==> src/core/srlv_defines.svh <==
// Offsets, field positions, reset values and timing counts for the stop/reset/low-voltage block
`ifndef SRLV_DEFINES_SVH
`define SRLV_DEFINES_SVH
`define SRLV_ADDR_LOW_SUPPLY     16'hFE0F
`define SRLV_ADDR_BREAK_EXIT     16'hFE00
`define SRLV_ADDR_RESET_CAUSE    16'hFE01
`define SRLV_ADDR_BREAK_CLEAR    16'hFE03
`define SRLV_BIT_LOW_SUPPLY      7
`define SRLV_BIT_BREAK_EXIT      1
`define SRLV_BIT_BREAK_CLEAR     7
`define SRLV_BIT_POWER_ON        7
`define SRLV_BIT_PIN             6
`define SRLV_BIT_WATCHDOG        5
`define SRLV_BIT_BAD_OPCODE      4
`define SRLV_BIT_BAD_FETCH       3
`define SRLV_BIT_LOW_VOLT        1
`define SRLV_RECOVERY_LONG       4096
`define SRLV_RECOVERY_SHORT      32
`define SRLV_CAUSE_RESET         8'h80
`endif

==> src/core/srlv_pkg.sv <==
// Types shared by the stop/reset/low-voltage block
package srlv_pkg;
	typedef enum logic [1:0] {
		SRLV_RUN     = 2'b00,
		SRLV_STOPPED = 2'b01,
		SRLV_RECOVER = 2'b10,
		SRLV_WAITING = 2'b11
	} srlv_mode_type;
endpackage

==> src/core/srlv_if.sv <==
// Interface between the recovery counter and the main block
`timescale 1ns/1ps
interface srlv_if;
	logic hold;
	logic shortSel;
	logic done;
	modport ctrl (output hold, output shortSel, input done);
	modport cnt (input hold, input shortSel, output done);
endinterface

==> src/core/srlv_stop_reset_monitor.sv <==
// Stop recovery, break exit flag, reset cause, break clear control and low-voltage monitor
`timescale 1ns/1ps
`include "srlv_defines.svh"
// Contract
// - Stop recovery lasts 4096 clocks, or 32 with short recovery option.
// - Recovery counter held cleared while stopped, then times recovery.
// - Break during stop sets break exit flag.
// - Break during wait sets break exit flag.
// - Break exit flag reads one only after break-caused stop/wait exit.
// - Writing zero clears break exit flag; reset clears it too.
// - Reset cause register's six flags clear when software reads it.
// - Power-on reset sets power-on flag, clears others.
// - External pin reset sets pin flag.
// - Watchdog reset sets watchdog flag.
// - Illegal opcode reset sets bad opcode flag.
// - Only illegal-address opcode fetch resets set bad fetch flag.
// - Low-voltage reset sets low-voltage flag.
// - Other modules may clear flags in break only if clear enable set.
// - Low-voltage monitor enabled immediately after reset.
// - Power option enables monitoring; reset option enables low-voltage reset.
// - After low-voltage reset, stay in reset until supply above rising level.
// - Low-voltage reset also drives external reset pin low.
// - Low supply flag sets below falling, clears above rising, else holds.
// - Low-voltage monitor never raises an interrupt.
// - With reset option set, low-voltage reset ends wait mode.
// - With stop and power options set, monitor stays active in stop.
module srlv_stop_reset_monitor (
	input  wire logic        mclk,
	input  wire logic        rst_b,
	input  wire logic        porReset,
	input  wire logic        pinReset,
	input  wire logic        watchdogReset,
	input  wire logic        badOpcodeReset,
	input  wire logic        badFetchReset,
	input  wire logic        stopExec,
	input  wire logic        waitExec,
	input  wire logic        wakeEvent,
	input  wire logic        breakIrq,
	input  wire logic        breakState,
	input  wire logic        shortRecoveryOption,
	input  wire logic        monitorPowerOption,
	input  wire logic        monitorResetOption,
	input  wire logic        monitorStopOption,
	input  wire logic        belowFallingTrip,
	input  wire logic        aboveRisingTrip,
	input  wire logic [15:0] busAddr,
	input  wire logic        busRead,
	input  wire logic        busWrite,
	input  wire logic [7:0]  busWdata,
	output logic      [7:0]  busRdata,
	output logic             stopActive,
	output logic             waitActive,
	output logic             recoveryDone,
	output logic             lowVoltReset,
	output logic             resetPinLow,
	output logic             flagClearAllowed
);
	srlv_if recIf ();
	srlv_pkg::srlv_mode_type mode_q;
	srlv_pkg::srlv_mode_type mode_d;
	logic       fallSync1_q;
	logic       fallSync_q;
	logic       riseSync1_q;
	logic       riseSync_q;
	logic       lowSupply_q;
	logic       lvHold_q;
	logic       breakExit_q;
	logic       breakClear_q;
	logic [7:0] cause_q;
	logic [7:0] rdata_d;
	logic       doneQ_q;

	srlv_recovery_counter #(
		.LONG_COUNT  (`SRLV_RECOVERY_LONG),
		.SHORT_COUNT (`SRLV_RECOVERY_SHORT)
	) uRecovery (
		.mclk  (mclk),
		.rst_b (rst_b),
		.port  (recIf)
	);

	// Trip comparators are analog, so synchronise both
	always_ff @(posedge mclk or negedge rst_b) begin
		if (!rst_b) begin
			fallSync1_q <= 1'b0;
			fallSync_q  <= 1'b0;
			riseSync1_q <= 1'b0;
			riseSync_q  <= 1'b0;
		end else begin
			fallSync1_q <= belowFallingTrip;
			fallSync_q  <= fallSync1_q;
			riseSync1_q <= aboveRisingTrip;
			riseSync_q  <= riseSync1_q;
		end
	end

	// Monitor live out of reset; in stop only with stop option
	wire monitorLive = monitorPowerOption &&
		(mode_q != srlv_pkg::SRLV_STOPPED || monitorStopOption);
	wire lowSupply_d = !monitorLive ? lowSupply_q :
		fallSync_q ? 1'b1 : riseSync_q ? 1'b0 : lowSupply_q;
	wire lvTrip = monitorLive && monitorResetOption && fallSync_q;

	always_ff @(posedge mclk or negedge rst_b) begin
		if (!rst_b) begin
			lowSupply_q <= 1'b0;
			lvHold_q    <= 1'b0;
		end else begin
			lowSupply_q <= lowSupply_d;
			if (lvTrip)
				lvHold_q <= 1'b1;
			else if (riseSync_q)
				lvHold_q <= 1'b0;
		end
	end

	// Stop and wait sequencing; recovery timed only on stop exit
	wire exitReq = wakeEvent || breakIrq;
	assign recIf.hold     = (mode_q != srlv_pkg::SRLV_RECOVER);
	assign recIf.shortSel = shortRecoveryOption;
	always_comb begin
		mode_d = mode_q;
		unique case (mode_q)
			srlv_pkg::SRLV_RUN: begin
				if (stopExec)
					mode_d = srlv_pkg::SRLV_STOPPED;
				else if (waitExec)
					mode_d = srlv_pkg::SRLV_WAITING;
			end
			srlv_pkg::SRLV_STOPPED: begin
				if (exitReq)
					mode_d = srlv_pkg::SRLV_RECOVER;
			end
			srlv_pkg::SRLV_RECOVER: begin
				if (recIf.done)
					mode_d = srlv_pkg::SRLV_RUN;
			end
			srlv_pkg::SRLV_WAITING: begin
				if (exitReq)
					mode_d = srlv_pkg::SRLV_RUN;
			end
		endcase
		if (lvTrip)
			mode_d = srlv_pkg::SRLV_RUN;
	end

	// Register decode
	wire selLow   = busAddr == `SRLV_ADDR_LOW_SUPPLY;
	wire selExit  = busAddr == `SRLV_ADDR_BREAK_EXIT;
	wire selCause = busAddr == `SRLV_ADDR_RESET_CAUSE;
	wire selClear = busAddr == `SRLV_ADDR_BREAK_CLEAR;
	wire inLowPower = mode_q == srlv_pkg::SRLV_STOPPED || mode_q == srlv_pkg::SRLV_WAITING;
	wire breakExitSet = inLowPower && breakIrq;
	wire breakExitClr = busWrite && selExit && !busWdata[`SRLV_BIT_BREAK_EXIT];
	wire causeRead = busRead && selCause;

	always_comb begin
		rdata_d = 8'h00;
		if (selLow)
			rdata_d[`SRLV_BIT_LOW_SUPPLY] = lowSupply_q;
		else if (selExit)
			rdata_d[`SRLV_BIT_BREAK_EXIT] = breakExit_q;
		else if (selCause)
			rdata_d = cause_q;
		else if (selClear)
			rdata_d[`SRLV_BIT_BREAK_CLEAR] = breakClear_q;
	end

	// Cause flags captured on the first clock after reset release
	logic       captured_q;
	wire  [7:0] causeNow = porReset ? `SRLV_CAUSE_RESET :
		{1'b0, pinReset, watchdogReset, badOpcodeReset, badFetchReset, 3'h0};
	// Own low-voltage reset never passes rst_b, so its cause lands at release
	wire        lvEnd   = lvHold_q && riseSync_q;
	wire  [7:0] lvCause = 8'h01 << `SRLV_BIT_LOW_VOLT;

	always_ff @(posedge mclk or negedge rst_b) begin
		if (!rst_b) begin
			mode_q       <= srlv_pkg::SRLV_RUN;
			breakExit_q  <= 1'b0;
			breakClear_q <= 1'b0;
			cause_q      <= 8'h00;
			captured_q   <= 1'b0;
			busRdata     <= 8'h00;
			doneQ_q      <= 1'b0;
		end else begin
			mode_q   <= mode_d;
			busRdata <= rdata_d;
			doneQ_q  <= recIf.done && mode_q == srlv_pkg::SRLV_RECOVER;
			if (breakExitSet)
				breakExit_q <= 1'b1;
			else if (breakExitClr)
				breakExit_q <= 1'b0;
			if (busWrite && selClear)
				breakClear_q <= busWdata[`SRLV_BIT_BREAK_CLEAR];
			if (!captured_q) begin
				cause_q    <= causeNow;
				captured_q <= 1'b1;
			end else if (lvEnd)
				cause_q <= lvCause;
			else if (causeRead)
				cause_q <= 8'h00;
		end
	end

	// Low-voltage reset has no interrupt path at all
	always_ff @(posedge mclk or negedge rst_b) begin
		if (!rst_b) begin
			stopActive       <= 1'b0;
			waitActive       <= 1'b0;
			recoveryDone     <= 1'b0;
			lowVoltReset     <= 1'b0;
			resetPinLow      <= 1'b0;
			flagClearAllowed <= 1'b0;
		end else begin
			stopActive       <= mode_d == srlv_pkg::SRLV_STOPPED || mode_d == srlv_pkg::SRLV_RECOVER;
			waitActive       <= mode_d == srlv_pkg::SRLV_WAITING;
			recoveryDone     <= doneQ_q;
			lowVoltReset     <= lvTrip || (lvHold_q && !riseSync_q);
			resetPinLow      <= lvTrip || (lvHold_q && !riseSync_q);
			flagClearAllowed <= breakState && breakClear_q;
		end
	end

	// Helper count for the recovery length, the long one far too deep for a repetition
	logic [12:0] recLen_q;
	always_ff @(posedge mclk or negedge rst_b) begin
		if (!rst_b)
			recLen_q <= 13'h0000;
		else if (mode_q != srlv_pkg::SRLV_RECOVER)
			recLen_q <= 13'h0000;
		else
			recLen_q <= recLen_q + 13'h0001;
	end
	wire  [12:0] recLenWant = shortRecoveryOption ?
		13'(`SRLV_RECOVERY_SHORT) : 13'(`SRLV_RECOVERY_LONG);
endmodule

==> src/core/srlv_recovery_counter.sv <==
// Stop recovery timer held cleared while stopped
`timescale 1ns/1ps
`include "srlv_defines.svh"
module srlv_recovery_counter #(
	parameter int LONG_COUNT  = `SRLV_RECOVERY_LONG,
	parameter int SHORT_COUNT = `SRLV_RECOVERY_SHORT
) (
	input  wire logic mclk,
	input  wire logic rst_b,
	srlv_if.cnt       port
);
	logic [12:0] count_q;
	wire  [12:0] limit = port.shortSel ? 13'(SHORT_COUNT) : 13'(LONG_COUNT);
	always_ff @(posedge mclk or negedge rst_b) begin
		if (!rst_b)
			count_q <= 13'h0000;
		else if (port.hold)
			count_q <= 13'h0000;
		else if (count_q != limit)
			count_q <= count_q + 13'h0001;
	end
	assign port.done = !port.hold && (count_q == limit);
endmodule

==> config.mk <==
export PLATFORM = sky130hd
export DESIGN_NAME = srlv_stop_reset_monitor
export DESIGN_NICKNAME = d
export VERILOG_FILES = /design/src/core/srlv_pkg.sv /design/src/core/srlv_if.sv /design/src/core/srlv_stop_reset_monitor.sv /design/src/core/srlv_recovery_counter.sv
export VERILOG_INCLUDE_DIRS = /design/src /design/src/core
export SDC_FILE = /design/constraint.sdc
export NUM_CORES = 1
export LEC_CHECK = 0
export BUFFER_PORTS_ARGS = -buffer_cell sky130_fd_sc_hd__buf_2
export CORE_ASPECT_RATIO = 0.75
export CORE_MARGIN = 2
export CORE_UTILIZATION = 25
export DETAILED_ROUTE_END_ITERATION = 8
export PLACE_DENSITY = 0.44
export SYNTH_ARGS = -nofsm -noshare
export SYNTH_HDL_FRONTEND = slang
export SYNTH_SLANG_ARGS = --single-unit
==> constraint.sdc <==
create_clock -name mclk -period 2.3 [get_ports mclk]
set_input_delay 0.115 -clock mclk [delete_from_list [all_inputs] [get_ports mclk]]
set_output_delay 0.115 -clock mclk [all_outputs]
set_load 0.05 [all_outputs]
### Yosys cells after proc, flatten, opt, wreduce, memory -nomap -nowiden

Index checks and enable logic that the tools add are counted.
W data, S select, Z words.

| operators by class | value |
|---|---|
| $add $sub $neg | 1 |
| equal/unequal tests | 15 |
| mux-type cells | 27 |
| reductions and logical operators | 27 |

Operators with widths:

| cell | number |
|---|---|
| $eq A16 B16 Y1 const B | 4 |
| $mux W13 | 3 |
| $mux W8 | 4 |
| $mux W7 | 2 |
| $add A13 B1 Y13 const B | 1 |
| $eq A13 B13 Y1 | 1 |
| $logic_and A1 B1 Y1 | 13 |
| $ne A13 B13 Y1 | 1 |
| $mux W2 | 6 |
| $mux W1 | 10 |
| $eq A2 B2 Y1 const B | 4 |
| $pmux W2 S4 | 1 |
| $reduce_bool A2 Y1 | 4 |
| $mux W6 | 1 |
| $logic_or A1 B1 Y1 | 5 |
| $eq A2 B1 Y1 const B | 2 |
| $logic_not A1 Y1 | 3 |
| $ne A3 B2 Y1 const B | 1 |
| $logic_not A2 Y1 | 1 |
| $ne A2 B1 Y1 const B | 1 |
| $ne A2 B2 Y1 const B | 1 |
| $reduce_and A2 Y1 | 1 |

| word-level totals | value |
|---|---|
| register bits | 46 |
| bits of input ports | 44 |

### Logic depth before layout (Yosys ltp)

Gate-level depths: netlist (run 1).

| depth | value |
|---|---|
| word-level depth | 8 |
| mapped depth | 7 |
| gate-level depth less buffers | 7 |

### By module

Synthesis (run 1) repeated with hierarchy kept, for this count alone.

| second synthesis, totals | value |
|---|---|
| cells, all modules | 166 |
| area, all modules | 1898.1 um^2 |

By module, submodules not included:

| module | times used | cells an instance | area each (um^2) |
|---|---|---|---|
| srlv_stop_reset_monitor | 1 | 92 | 1157.4 |
| srlv_recovery_counter | 1 | 74 | 740.7 |

### Worst setup path before layout (run 1)

No wires, ideal clock.

| path | value |
|---|---|
| path type | reg-to-reg |
| start point | register uRecovery.count_q[0] |
| end point | register stopActive |
| setup time | 0.126 ns |
| arrival time | 1.548 ns |
| path slack | 0.627 ns |
| cell stages (with the launch flop) | 8 |
| path buffers | 0 |
| cell sequence | dfrtp_1 > inv_1 > ha_1 > nor4b_1 > o2111ai_1 > nor2_1 > nor2_1 > ha_1 |

| on the way | value |
|---|---|
| cells in the longest elaborated chain, start to end | 7 |

Ends and longest elaborated chain:

| what | RTL line | source |
|---|---|---|
| start: declaration | srlv_recovery_counter.sv:12 | `logic [12:0] count_q;` |
| start signal: assignment | srlv_recovery_counter.sv:20 | `count_q <= count_q + 13'h0001;` |
| $eq A13 B13 Y1 (*) | srlv_recovery_counter.sv:22 | `assign port.done = !port.hold && (count_q == limit);` |
| $logic_and A1 B1 Y1 (*) | srlv_recovery_counter.sv:22 |  |
| $mux W2 (*) | srlv_stop_reset_monitor.sv:135 | `if (recIf.done)` |
| $pmux W2 S4 (*) | srlv_stop_reset_monitor.sv:123 | `unique case (mode_q)` |
| $mux W2 (*) | srlv_stop_reset_monitor.sv:143 | `if (lvTrip)` |
| net mode_d[1] | srlv_stop_reset_monitor.sv:60 | `srlv_pkg::srlv_mode_type mode_d;` |
| $eq A2 B1 Y1 / $eq A2 B2 Y1 (equally long branches) | srlv_stop_reset_monitor.sv:216 | `stopActive <= mode_d == srlv_pkg::SRLV_STOPPED \|\| mode_d == srlv_pkg::SRLV_RECOVER;` |
| $logic_or A1 B1 Y1 (*) | srlv_stop_reset_monitor.sv:216 |  |
| end signal: assignment | srlv_stop_reset_monitor.sv:216 |  |
| end: declaration | srlv_stop_reset_monitor.sv:51 | `output logic stopActive,` |

The timed path passes the listed nets; every way through them passes the cells marked *.
A chain may end at the register's enable or synchronous reset.

### Final worst setup path (run 1)

Ends and elaborated chain as after synthesis.

==> results of run 1 <==
## power by group
part | internal, W | switching, W | total [W]
combinational | 0.000148 | 0.000252 | 0.000401
sequential | 0.000809 | 0.0000633 | 0.000873
clock | 0.000320 | 0.000254 | 0.000574
total | 0.00128 | 0.000569 | 0.00185
## registers in the layout, indices dropped and copies added (netlist names), 2 cells and up
| name | count |
|---|---|
| mode_q | 2 |
| busRdata | 6 |
| uRecovery.count_q | 13 |
| cause_q | 6 |
## worst max-delay path, stage by stage, from the launching register on
cell	delay (ns)
dfrtp_1	0.43
inv_1	0.08
ha_1	0.14
nor4b_1	0.22
o2111ai_1	0.31
nor2_1	0.23
nor2_1	0.08
ha_1	0.28
## through the flow
step | cells | total power, W
final | 325 | 0.00185
after global routing | 325 | 0.00197
after CTS | 325 | 0.00188
after detailed placement | 314 | 0.00129
after global placement | 314 | 0.00128
after floorplan | 165 | 0.00114
## final cells by class
| type | count | area [um^2] | share of cell area [%] |
|---|---|---|---|
| tap | 101 | 126 | 5.39 |
| clock inverter | 3 | 40.0 | 1.71 |
| clock buffer | 5 | 68.8 | 2.93 |
| inverter | 7 | 26.3 | 1.12 |
| multi-input combinational | 112 | 736 | 31.4 |
| sequential | 42 | 1050 | 44.8 |
| timing repair buffer | 55 | 298 | 12.7 |
## per-layer routing
| layer | track usage (%) | vias to the layer above | wire length [um] |
|---|---|---|---|
| met2 | 15.1 | 23 | 1670 |
| met4 | 4.08 | 0 | 52 |
| met1 | 14.0 | 650 | 1930 |
| li1 | - | 693 | - |
| met3 | 2.67 | 4 | 150 |
| met5 | 0 | - | 0 |
## worst min-delay path by stage
stage | to | slack (ns) | startpoint | cells after the start
after floorplan | breakClear_q$_DFFE_PN0P_ | -0.18 | rst_b | 0
after global placement | cause_q[5]$_DFFE_PN0P_ | 0.12 | rst_b | 1
after detailed placement | cause_q[5]$_DFFE_PN0P_ | 0.12 | rst_b | 1
after CTS | flagClearAllowed$_DFF_PN0_ | 0.03 | breakState | 2
after global routing | flagClearAllowed$_DFF_PN0_ | 0.03 | breakState | 2
final | flagClearAllowed$_DFF_PN0_ | 0.03 | breakState | 2
## kinds of logic (layout without fill, tap and decap cells)
kind of cell | Yosys count | count (layout)
other cells | 2 | 3
flops | 42 | 42
xor+xnor | 9 | 9
simple gates | 69 | 69
compound gates | 25 | 25
mux | 3 | 3
fa+ha+maj | 3 | 3
buf+inv | 11 | 70
## placed cells by master, fill, tap and decap left out, types with 2 or more instances in the layout
cell	n
nand2_1	5
a22o_1	8
xnor2_1	7
and3_1	3
dfrtp_1	42
buf_4	3
nand4_1	4
nor2_1	20
inv_1	7
and2_1	7
nand3_1	6
xor2_1	2
conb_1	3
o21a_1	2
clkbuf_8	5
nor3_1	5
ha_1	3
dlygate4sd3_1	3
o21ai_0	5
clkinv_2	2
a21oi_1	4
nand2b_1	2
nor4_1	4
buf_2	49
or3_1	2
mux2i_1	2
==> reports/qor.csv, run 1 <==
stage,metric,value,unit
timing,Final min period,1.88,ns
detailed_routing,Final ANT Viol Nets,0,
power_and_ir_drop,PD cells,787,mW/mm^2
clock_network,Post-CTS Setup Repair Bufs,0,
final_layout,design area,0.00235,mm^2
global_route,initial antenna violation count,0,
worst_setup_path,CP Launch Point,uRecovery.count_q[0]$_DFFE_PN0N_,
clock_network,CTS sink count,42,
final_layout,layout cells sized above 1,29.5,%
yosys,most common cell in the netlist,dfrtp_1,
final_layout,Finished Core Util,32.5,%
global_route,GRT Util Overall,10.2,%
detailed_routing,Total Wirelength,3.80,mm
detailed_routing,DRT Pass-1 Iters,4,
place,Port-buffer cells,49,
detailed_routing,Post-route DRC,0,
timing,setup ws final,0.421,ns
worst_setup_path,crit path to,stopActive$_DFF_PN0_,
run_status,status,finished clean,
yosys,Synth async-reset ratio,100,%
worst_setup_path,worst reg2reg path endpoint,stopActive$_DFF_PN0_,
yosys,XOR/XNOR Fraction of Synth Area,4.29,%
worst_setup_path,worst-case reg-to-reg path depth,7,
timing,setup_tns,0,ns
yosys,Synth Area in Compound Gates,9.88,%
yosys,mux share of post-synthesis cell area,1.70,%
power_and_ir_drop,leakage power figure,1.12,nW
yosys,largest family of logic cells by synthesized area,simple AND/OR/NAND/NOR gates,
clock_network,PostCTS Resize Cnt,0,
final_layout,Ant. Diodes,0,
timing,Fmax achieved,0.532,GHz
yosys,Commonest cells post-synth,"42 x dfrtp_1, 20 x nor2_1, 8 x a22o_1",
power_and_ir_drop,worst vdd ir,0.357,mV
timing,final count of pins violating max slew,0,
clock_network,"Reg clk slew, reported paths",0.08,ns
worst_setup_path,Crit Path Max Fanout,5,
floorplan,chip height,78.2,um
yosys,syn_area_per_cell,11.2,um^2
global_route,vias in the first global route,1345,
hold_path,worst hold path type,in2reg,
detailed_routing,initial DRC count,89,
clock_network,insertion delay to the later sink of the worst-skew pair,0.29,ns
yosys,post-synthesis cell count,164,
floorplan,# IOs,58,
place,Setup WS pre-CTS,0.407,ns
timing,skew final,0.00877,ns
place,Final Wtd Congestion,0.754,
place,DPL Wire Length,2.94,mm
worst_setup_path,Critical Path RT,2.47,ns
detailed_routing,drt wl/cell,11.7,um
global_route,global-route wire length before repair,6.37,mm
final_layout,Filler Cells Inserted,776,
yosys,top-area cell type share of the netlist area,57.3,%
global_route,total congestion overflow,0,
floorplan,DIE WIDTH,103,um
floorplan,# rows,27,
worst_setup_path,reg2reg start,uRecovery.count_q[0]$_DFFE_PN0N_,
timing,Final Hold Fails,0,
floorplan,starting density of the core,25.4,%
global_route,largest net degree at the start of global routing,23,
yosys,adder-cell share of the synthesized area,2.04,%
place,DP Area,0.00221,mm^2
clock_network,CTS tree,yes,
timing,final setup vio count,0,
run,# Max-Cap Violations,0,
yosys,synth top area cells,"dfrtp_1 57%, nor2_1 4.1%, a22o_1 3.8%",
detailed_routing,Vias/cell,4.22,
clock_network,Hold Buf Count CTS,3,
yosys,register area share after synthesis,57.3,%
clock_network,Max Root-Sink Buffers,2,
final_layout,area grow syn2layout,27.8,%
yosys,Synth Register Bits,42,
floorplan,Core Box Area,0.00723,mm^2
worst_setup_path,critical path startpoint category,flop,
detailed_routing,vias after detailed routing,1370,
worst_setup_path,R2R setup slack,0.42,ns
timing,Min Hold Slack,0.0333,ns
yosys,Mapped Area,0.00184,mm^2
yosys,post-synthesis simple-gate area fraction,21.5,%
timing,RSZ-0062 raised after global routing,false,
floorplan,DIE AREA,0.00805,mm^2
yosys,top_reg_cell synth,dfrtp_1,
yosys,"EDFF count, synth",0,
worst_setup_path,Worst setup EP type,flop,
clock_network,htree depth,2,
yosys,yosys warns,0,
yosys,Yosys top cell by area,dfrtp_1,
timing,fin crit share,81.7,%
clock_network,root buffer cell,clkbuf_8,
worst_setup_path,kind of critical path,reg2reg,
worst_setup_path,Worst Path Arrival,2.05,ns
clock_network,Num CTS Buffers,5,
final_layout,final net count,270,
yosys,"Distinct cells, synth",41,
No activity file was read; power rests on OpenSTA's default activity.
==> inputs of run 2 (changes only) <==
PLACE_DENSITY = 0.46   (was 0.44)
clock period = 1.7 ns   (was 2.3 ns; I/O delays follow)
==> reports/qor.csv, run 2 (synthesis results as in run 1) <==
stage,metric,value,unit,change
clock_network,CTS tree,yes,,
floorplan,Core Box Area,0.00723,mm^2,unchanged
power_and_ir_drop,worst vdd ir,0.335,mV,-6.1%
detailed_routing,Post-route DRC,0,,unchanged
floorplan,# IOs,58,,unchanged
clock_network,htree depth,2,,unchanged
clock_network,Max Root-Sink Buffers,2,,unchanged
detailed_routing,Total Wirelength,3.89,mm,+2.4%
timing,final setup vio count,0,,unchanged
timing,Rel. slew slack,64.6,%,
floorplan,chip height,78.2,um,unchanged
floorplan,starting density of the core,25.4,%,unchanged
timing,Final Hold Fails,0,,unchanged
power_and_ir_drop,leakage power figure,1.20,nW,+7.6%
clock_network,insertion delay to the later sink of the worst-skew pair,0.29,ns,about the same
timing,Final min period,1.60,ns,-0.276 ns
floorplan,DIE AREA,0.00805,mm^2,unchanged
timing,fin crit share,94.3,%,+13 points
timing,Fmax achieved,0.624,GHz,+17%
clock_network,Num CTS Buffers,5,,unchanged
floorplan,# rows,27,,unchanged
power_and_ir_drop,PD cells,1120,mW/mm^2,+43%
global_route,total congestion overflow,0,,unchanged
clock_network,root buffer cell,clkbuf_8,,
final_layout,"Most flops, register",uRecovery.count_q,,
final_layout,biggest regs,"uRecovery.count_q (13), busRdata (6), cause_q (6)",,
timing,final count of pins violating max slew,0,,unchanged
global_route,vias in the first global route,1379,,+2.5%
timing,setup_tns,0,ns,unchanged
final_layout,"most common cell after layout, fill and taps aside",buf_2,,
final_layout,FF/Latch Area,0.00105,mm^2,unchanged
final_layout,Ant. Diodes,0,,unchanged
final_layout,Filler Cells Inserted,727,,-6.3%
place,Final Wtd Congestion,0.780,,+3.4%
global_route,largest net degree at the start of global routing,43,,+87%
worst_setup_path,Critical Path RT,1.88,ns,-0.59 ns
place,DPL Wire Length,2.87,mm,-2.2%
global_route,initial antenna violation count,0,,unchanged
floorplan,DIE WIDTH,103,um,unchanged
detailed_routing,drt wl/cell,11.6,um,-1.3%
global_route,GRT Util Overall,10.6,%,+0.38 points
detailed_routing,Vias/cell,4.14,,-1.9%
worst_setup_path,kind of critical path,reg2reg,,
worst_setup_path,Worst setup EP type,flop,,
final_layout,multi-input logic area,763,um^2,+3.7%
final_layout,final net count,282,,+4.4%
clock_network,CTS sink count,42,,unchanged
detailed_routing,vias after detailed routing,1394,,+1.8%
final_layout,area grow syn2layout,36.2,%,
detailed_routing,Final ANT Viol Nets,0,,unchanged
timing,Slew @ Worst Pin,0.531,ns,
detailed_routing,initial DRC count,48,,-46%
place,DP Area,0.00227,mm^2,+2.7%
run,# Max-Cap Violations,0,,unchanged
run_status,status,finished clean,,
clock_network,"Reg clk slew, reported paths",0.08,ns,about the same
final_layout,most frequent cells in the layout,"49 x buf_2, 42 x dfrtp_1, 20 x nor2_1, 14 x buf_4, 8 x a22o_1",,
hold_path,worst hold path type,in2reg,,
worst_setup_path,critical path startpoint category,flop,,
place,Port-buffer cells,49,,unchanged
worst_setup_path,Worst Path Arrival,1.78,ns,-0.27 ns
final_layout,layout cells sized above 1,33.9,%,+4.4 points
final_layout,Largest register FFs,13,,unchanged
final_layout,design area,0.00250,mm^2,+6.6%
detailed_routing,DRT Pass-1 Iters,4,,unchanged
timing,skew final,0.00626,ns,-0.00250 ns
worst_setup_path,Crit Path Max Fanout,3,,-2
global_route,global-route wire length before repair,6.47,mm,+1.6%
-- run 2: per-stage QoR --
step | power, W | instances | worst slack, ns | util [%] | hold WS (ns)
floorplan | 0.00154 | 165 | 0.0265 | - | -0.211
global placement | 0.00181 | 322 | 0.0650 | 31.4 | 0.200
detailed placement | 0.00181 | 322 | -0.0168 | 31.4 | 0.203
CTS | 0.00280 | 335 | 0.00165 | 34.0 | 0.00138
global route | 0.00298 | 337 | -0.0232 | 34.6 | 0.0136
finish | 0.00281 | 337 | 0.0973 | 34.6 | 0.0159
-- run 2: path summary, 6_finish.rpt --
check,startpoint,to,slack (ns),cells after the start
min reg2reg,riseSync1_q$_DFF_PN0_,riseSync_q$_DFF_PN0_,0.35,0
min,watchdogReset,cause_q[5]$_DFFE_PN0P_,0.02,2
min in group asynchronous,rst_b,uRecovery.count_q[8]$_DFFE_PN0N_,0.39,3
max reg2reg,mode_q[1]$_DFF_PN0_,stopActive$_DFF_PN0_,0.1,5
max in group asynchronous,rst_b,uRecovery.count_q[3]$_DFFE_PN0N_,0.94,3
max,mode_q[1]$_DFF_PN0_,stopActive$_DFF_PN0_,0.1,5
-- run 2: layout make-up --
class	count	share of cell area, %
Tap cell	101	5.06
Timing Repair Buffer	67	15.6
Multi-Input combinational cell	112	30.5
Clock buffer	6	3.30
Clock inverter	2	2.40
Sequential cell	42	42.0
Inverter	7	1.05
-- run 2: metal layers --
layer  GRT usage [%]  vias to the layer above  part of all wire (%)
li1                -                      717                     -
met1            15.0                      644                    50
met2            14.7                       26                    44
met3            2.85                        7                   3.6
met4            4.87                        0                   2.3
met5               0                        -                     0
-- run 2: report_power, final --
| part | switching (W) | internal [W] |
|---|---|---|
| logic | 0.000403 | 0.000296 |
| registers | 0.0000428 | 0.00110 |
| clock network | 0.000344 | 0.000627 |
| total | 0.000790 | 0.00202 |
-- run 2: critical path, stage by stage, from the launching register on --
cell      delay [ns]
dfrtp_1         0.39
or3b_2          0.47
nand4_1         0.12
o311ai_1        0.11
nor2_1          0.15
ha_1            0.25
-- run 2: timing repair --
| item | 4_1_cts | 5_1_grt |
|---|---|---|
| pin swaps | 2 | 5 |
| resized for setup | 0 | 5 |
| setup buffers | 1 | 2 |
| endpoints found under the hold margin | 45 | 0 |
| setup endpoints to repair | 1 | 5 |
| hold buffers | 4 | 0 |
==> inputs of run 3 (changes only) <==
PLACE_DENSITY = 0.54   (was 0.46)
==> reports/qor.csv, run 3 (synthesis results as in run 1) <==
stage,metric,value,unit,change
floorplan,DIE WIDTH,103,um,unchanged
timing,skew final,0.00426,ns,-0.00200 ns
detailed_routing,DRT Pass-1 Iters,4,,unchanged
global_route,initial antenna violation count,0,,unchanged
clock_network,CTS tree,yes,,
global_route,total congestion overflow,0,,unchanged
floorplan,DIE AREA,0.00805,mm^2,unchanged
timing,fin crit share,93.9,%,-0.33 points
timing,Slew @ Worst Pin,0.595,ns,+0.0639 ns
timing,Min Hold Slack,0.0115,ns,-0.00431 ns
global_route,GRT Util Overall,10.3,%,-0.30 points
detailed_routing,drt wl/cell,11.1,um,-3.9%
final_layout,Ant. Diodes,0,,unchanged
power_and_ir_drop,Pwr Total,0.00247,W,-12%
hold_path,worst hold path type,in2reg,,
floorplan,starting density of the core,25.4,%,unchanged
place,DPL Wire Length,2.88,mm,+0.11%
clock_network,insertion delay to the later sink of the worst-skew pair,0.29,ns,about the same
worst_setup_path,kind of critical path,reg2reg,,
worst_setup_path,Critical Path RT,1.88,ns,about the same
timing,Final min period,1.60,ns,-0.00569 ns
clock_network,htree depth,2,,unchanged
final_layout,biggest regs,"uRecovery.count_q (13), busRdata (6), cause_q (6)",,
global_route,vias in the first global route,1420,,+3.0%
place,Final Wtd Congestion,0.776,,-0.59%
detailed_routing,Final ANT Viol Nets,0,,unchanged
timing,setup ws final,0.103,ns,+0.00569 ns
clock_network,root buffer cell,clkbuf_8,,
final_layout,layout cells sized above 1,34.2,%,+0.28 points
clock_network,CTS sink count,42,,unchanged
floorplan,# rows,27,,unchanged
clock_network,Num CTS Buffers,5,,unchanged
final_layout,"most common cell after layout, fill and taps aside",buf_2,,
clock_network,Max Root-Sink Buffers,2,,unchanged
final_layout,final net count,283,,+0.35%
worst_setup_path,Worst setup EP type,flop,,
detailed_routing,initial DRC count,45,,-6.3%
power_and_ir_drop,leakage power figure,1.18,nW,-1.5%
timing,Final Hold Fails,0,,unchanged
global_route,largest net degree at the start of global routing,29,,-33%
worst_setup_path,Crit Path Max Fanout,2,,-1
floorplan,chip height,78.2,um,unchanged
clock_network,"Reg clk slew, reported paths",0.08,ns,about the same
final_layout,"Most flops, register",uRecovery.count_q,,
floorplan,Core Box Area,0.00723,mm^2,unchanged
place,Port-buffer cells,49,,unchanged
worst_setup_path,Worst Path Arrival,1.78,ns,about the same
floorplan,# IOs,58,,unchanged
run,# Max-Cap Violations,0,,unchanged
final_layout,most frequent cells in the layout,"49 x buf_2, 42 x dfrtp_1, 19 x nor2_1, 15 x buf_4, 8 x a22o_1",,
worst_setup_path,critical path startpoint category,flop,,
power_and_ir_drop,PD cells,1010,mW/mm^2,-10%
place,placed insts,324,,+0.62%
detailed_routing,vias after detailed routing,1405,,+0.79%
timing,Fmax achieved,0.626,GHz,+0.36%
detailed_routing,Total Wirelength,3.75,mm,-3.6%
timing,setup_tns,0,ns,unchanged
global_route,global-route wire length before repair,6.45,mm,-0.32%
timing,final setup vio count,0,,unchanged
detailed_routing,Post-route DRC,0,,unchanged
final_layout,final std cells w/o fill,338,,+0.30%
timing,Rel. slew slack,60.3,%,-4.3 points
final_layout,Largest register FFs,13,,unchanged
place,Setup WS pre-CTS,0.00296,ns,+0.0198 ns
timing,final count of pins violating max slew,0,,unchanged
run_status,status,finished clean,,
power_and_ir_drop,worst vdd ir,0.403,mV,+20%
detailed_routing,Vias/cell,4.16,,+0.49%
final_layout,area grow syn2layout,33.9,%,
==> run 3: cell types whose count changed in the layout (fill, tap and decap cells not counted), sizes merged <==
| cell | before | now |
|---|---|---|
| buf | 63 | 64 |
| clkinv | 0 | 1 |
| bufinv | 2 | 0 |
| clkbuf | 6 | 7 |
==> run 3: path summary, 6_finish.rpt <==
kind,slack [ns],startpoint,depth (start not counted),to
min in group asynchronous,0.33,rst_b,2,uRecovery.count_q[5]$_DFFE_PN0N_
worst max register to register,0.10,mode_q[1]$_DFF_PN0_,5,stopActive$_DFF_PN0_
worst min register to register,0.35,doneQ_q$_DFF_PN0_,0,recoveryDone$_DFF_PN0_
worst max-delay path,0.10,mode_q[1]$_DFF_PN0_,5,stopActive$_DFF_PN0_
max in group asynchronous,0.83,rst_b,3,cause_q[6]$_DFFE_PN0P_
worst min-delay path,0.01,watchdogReset,2,cause_q[5]$_DFFE_PN0P_
==> run 3: layer usage <==
metal / track usage (%) / share of wire [%] / up-vias
met1: 14.2 / 52 / 649
met4: 5.39 / 1.7 / 0
met3: 2.23 / 4.5 / 6
met5: 0 / 0 / -
li1: - / - / 719
met2: 14.9 / 42 / 31
==> run 3: per-stage QoR <==
step,area (um^2),util (%)
floorplan,1840,-
global placement,2280,31.6
CTS,2420,33.5
global route,2460,34.0
detailed placement,2280,31.6
finish,2460,34.0
==> run 3: where the power goes <==
group	switching (W)	internal, W
registers	0.0000390	0.00110
logic	0.000399	0.000281
clock network	0.000330	0.000328
total	0.000768	0.00170
==> run 3: cell type report <==
class | instances | area, um^2
clock buffer | 7 | 86.3
clock inverter | 1 | 5.00
fill | 756 | 4770
inverter | 7 | 26.3
multi-input combinational | 112 | 766
sequential | 42 | 1050
tap | 101 | 126
timing repair buffer | 68 | 398
==> run 3: timing repair <==
action                     in CTS  in global routing
hold endpoints to repair       29                  0
gates resized for setup         1                  4
hold buffers                    4                  0
setup endpoints to repair       1                  1
buffers inserted                0                  2
pin swaps                       0                  4
==> run 3: critical path, cell delays in order (launching register included) <==
cell	delay, ns
dfrtp_1	0.37
or3b_2	0.49
nand4_1	0.10
o311ai_0	0.13
nor2_1	0.16
ha_1	0.24
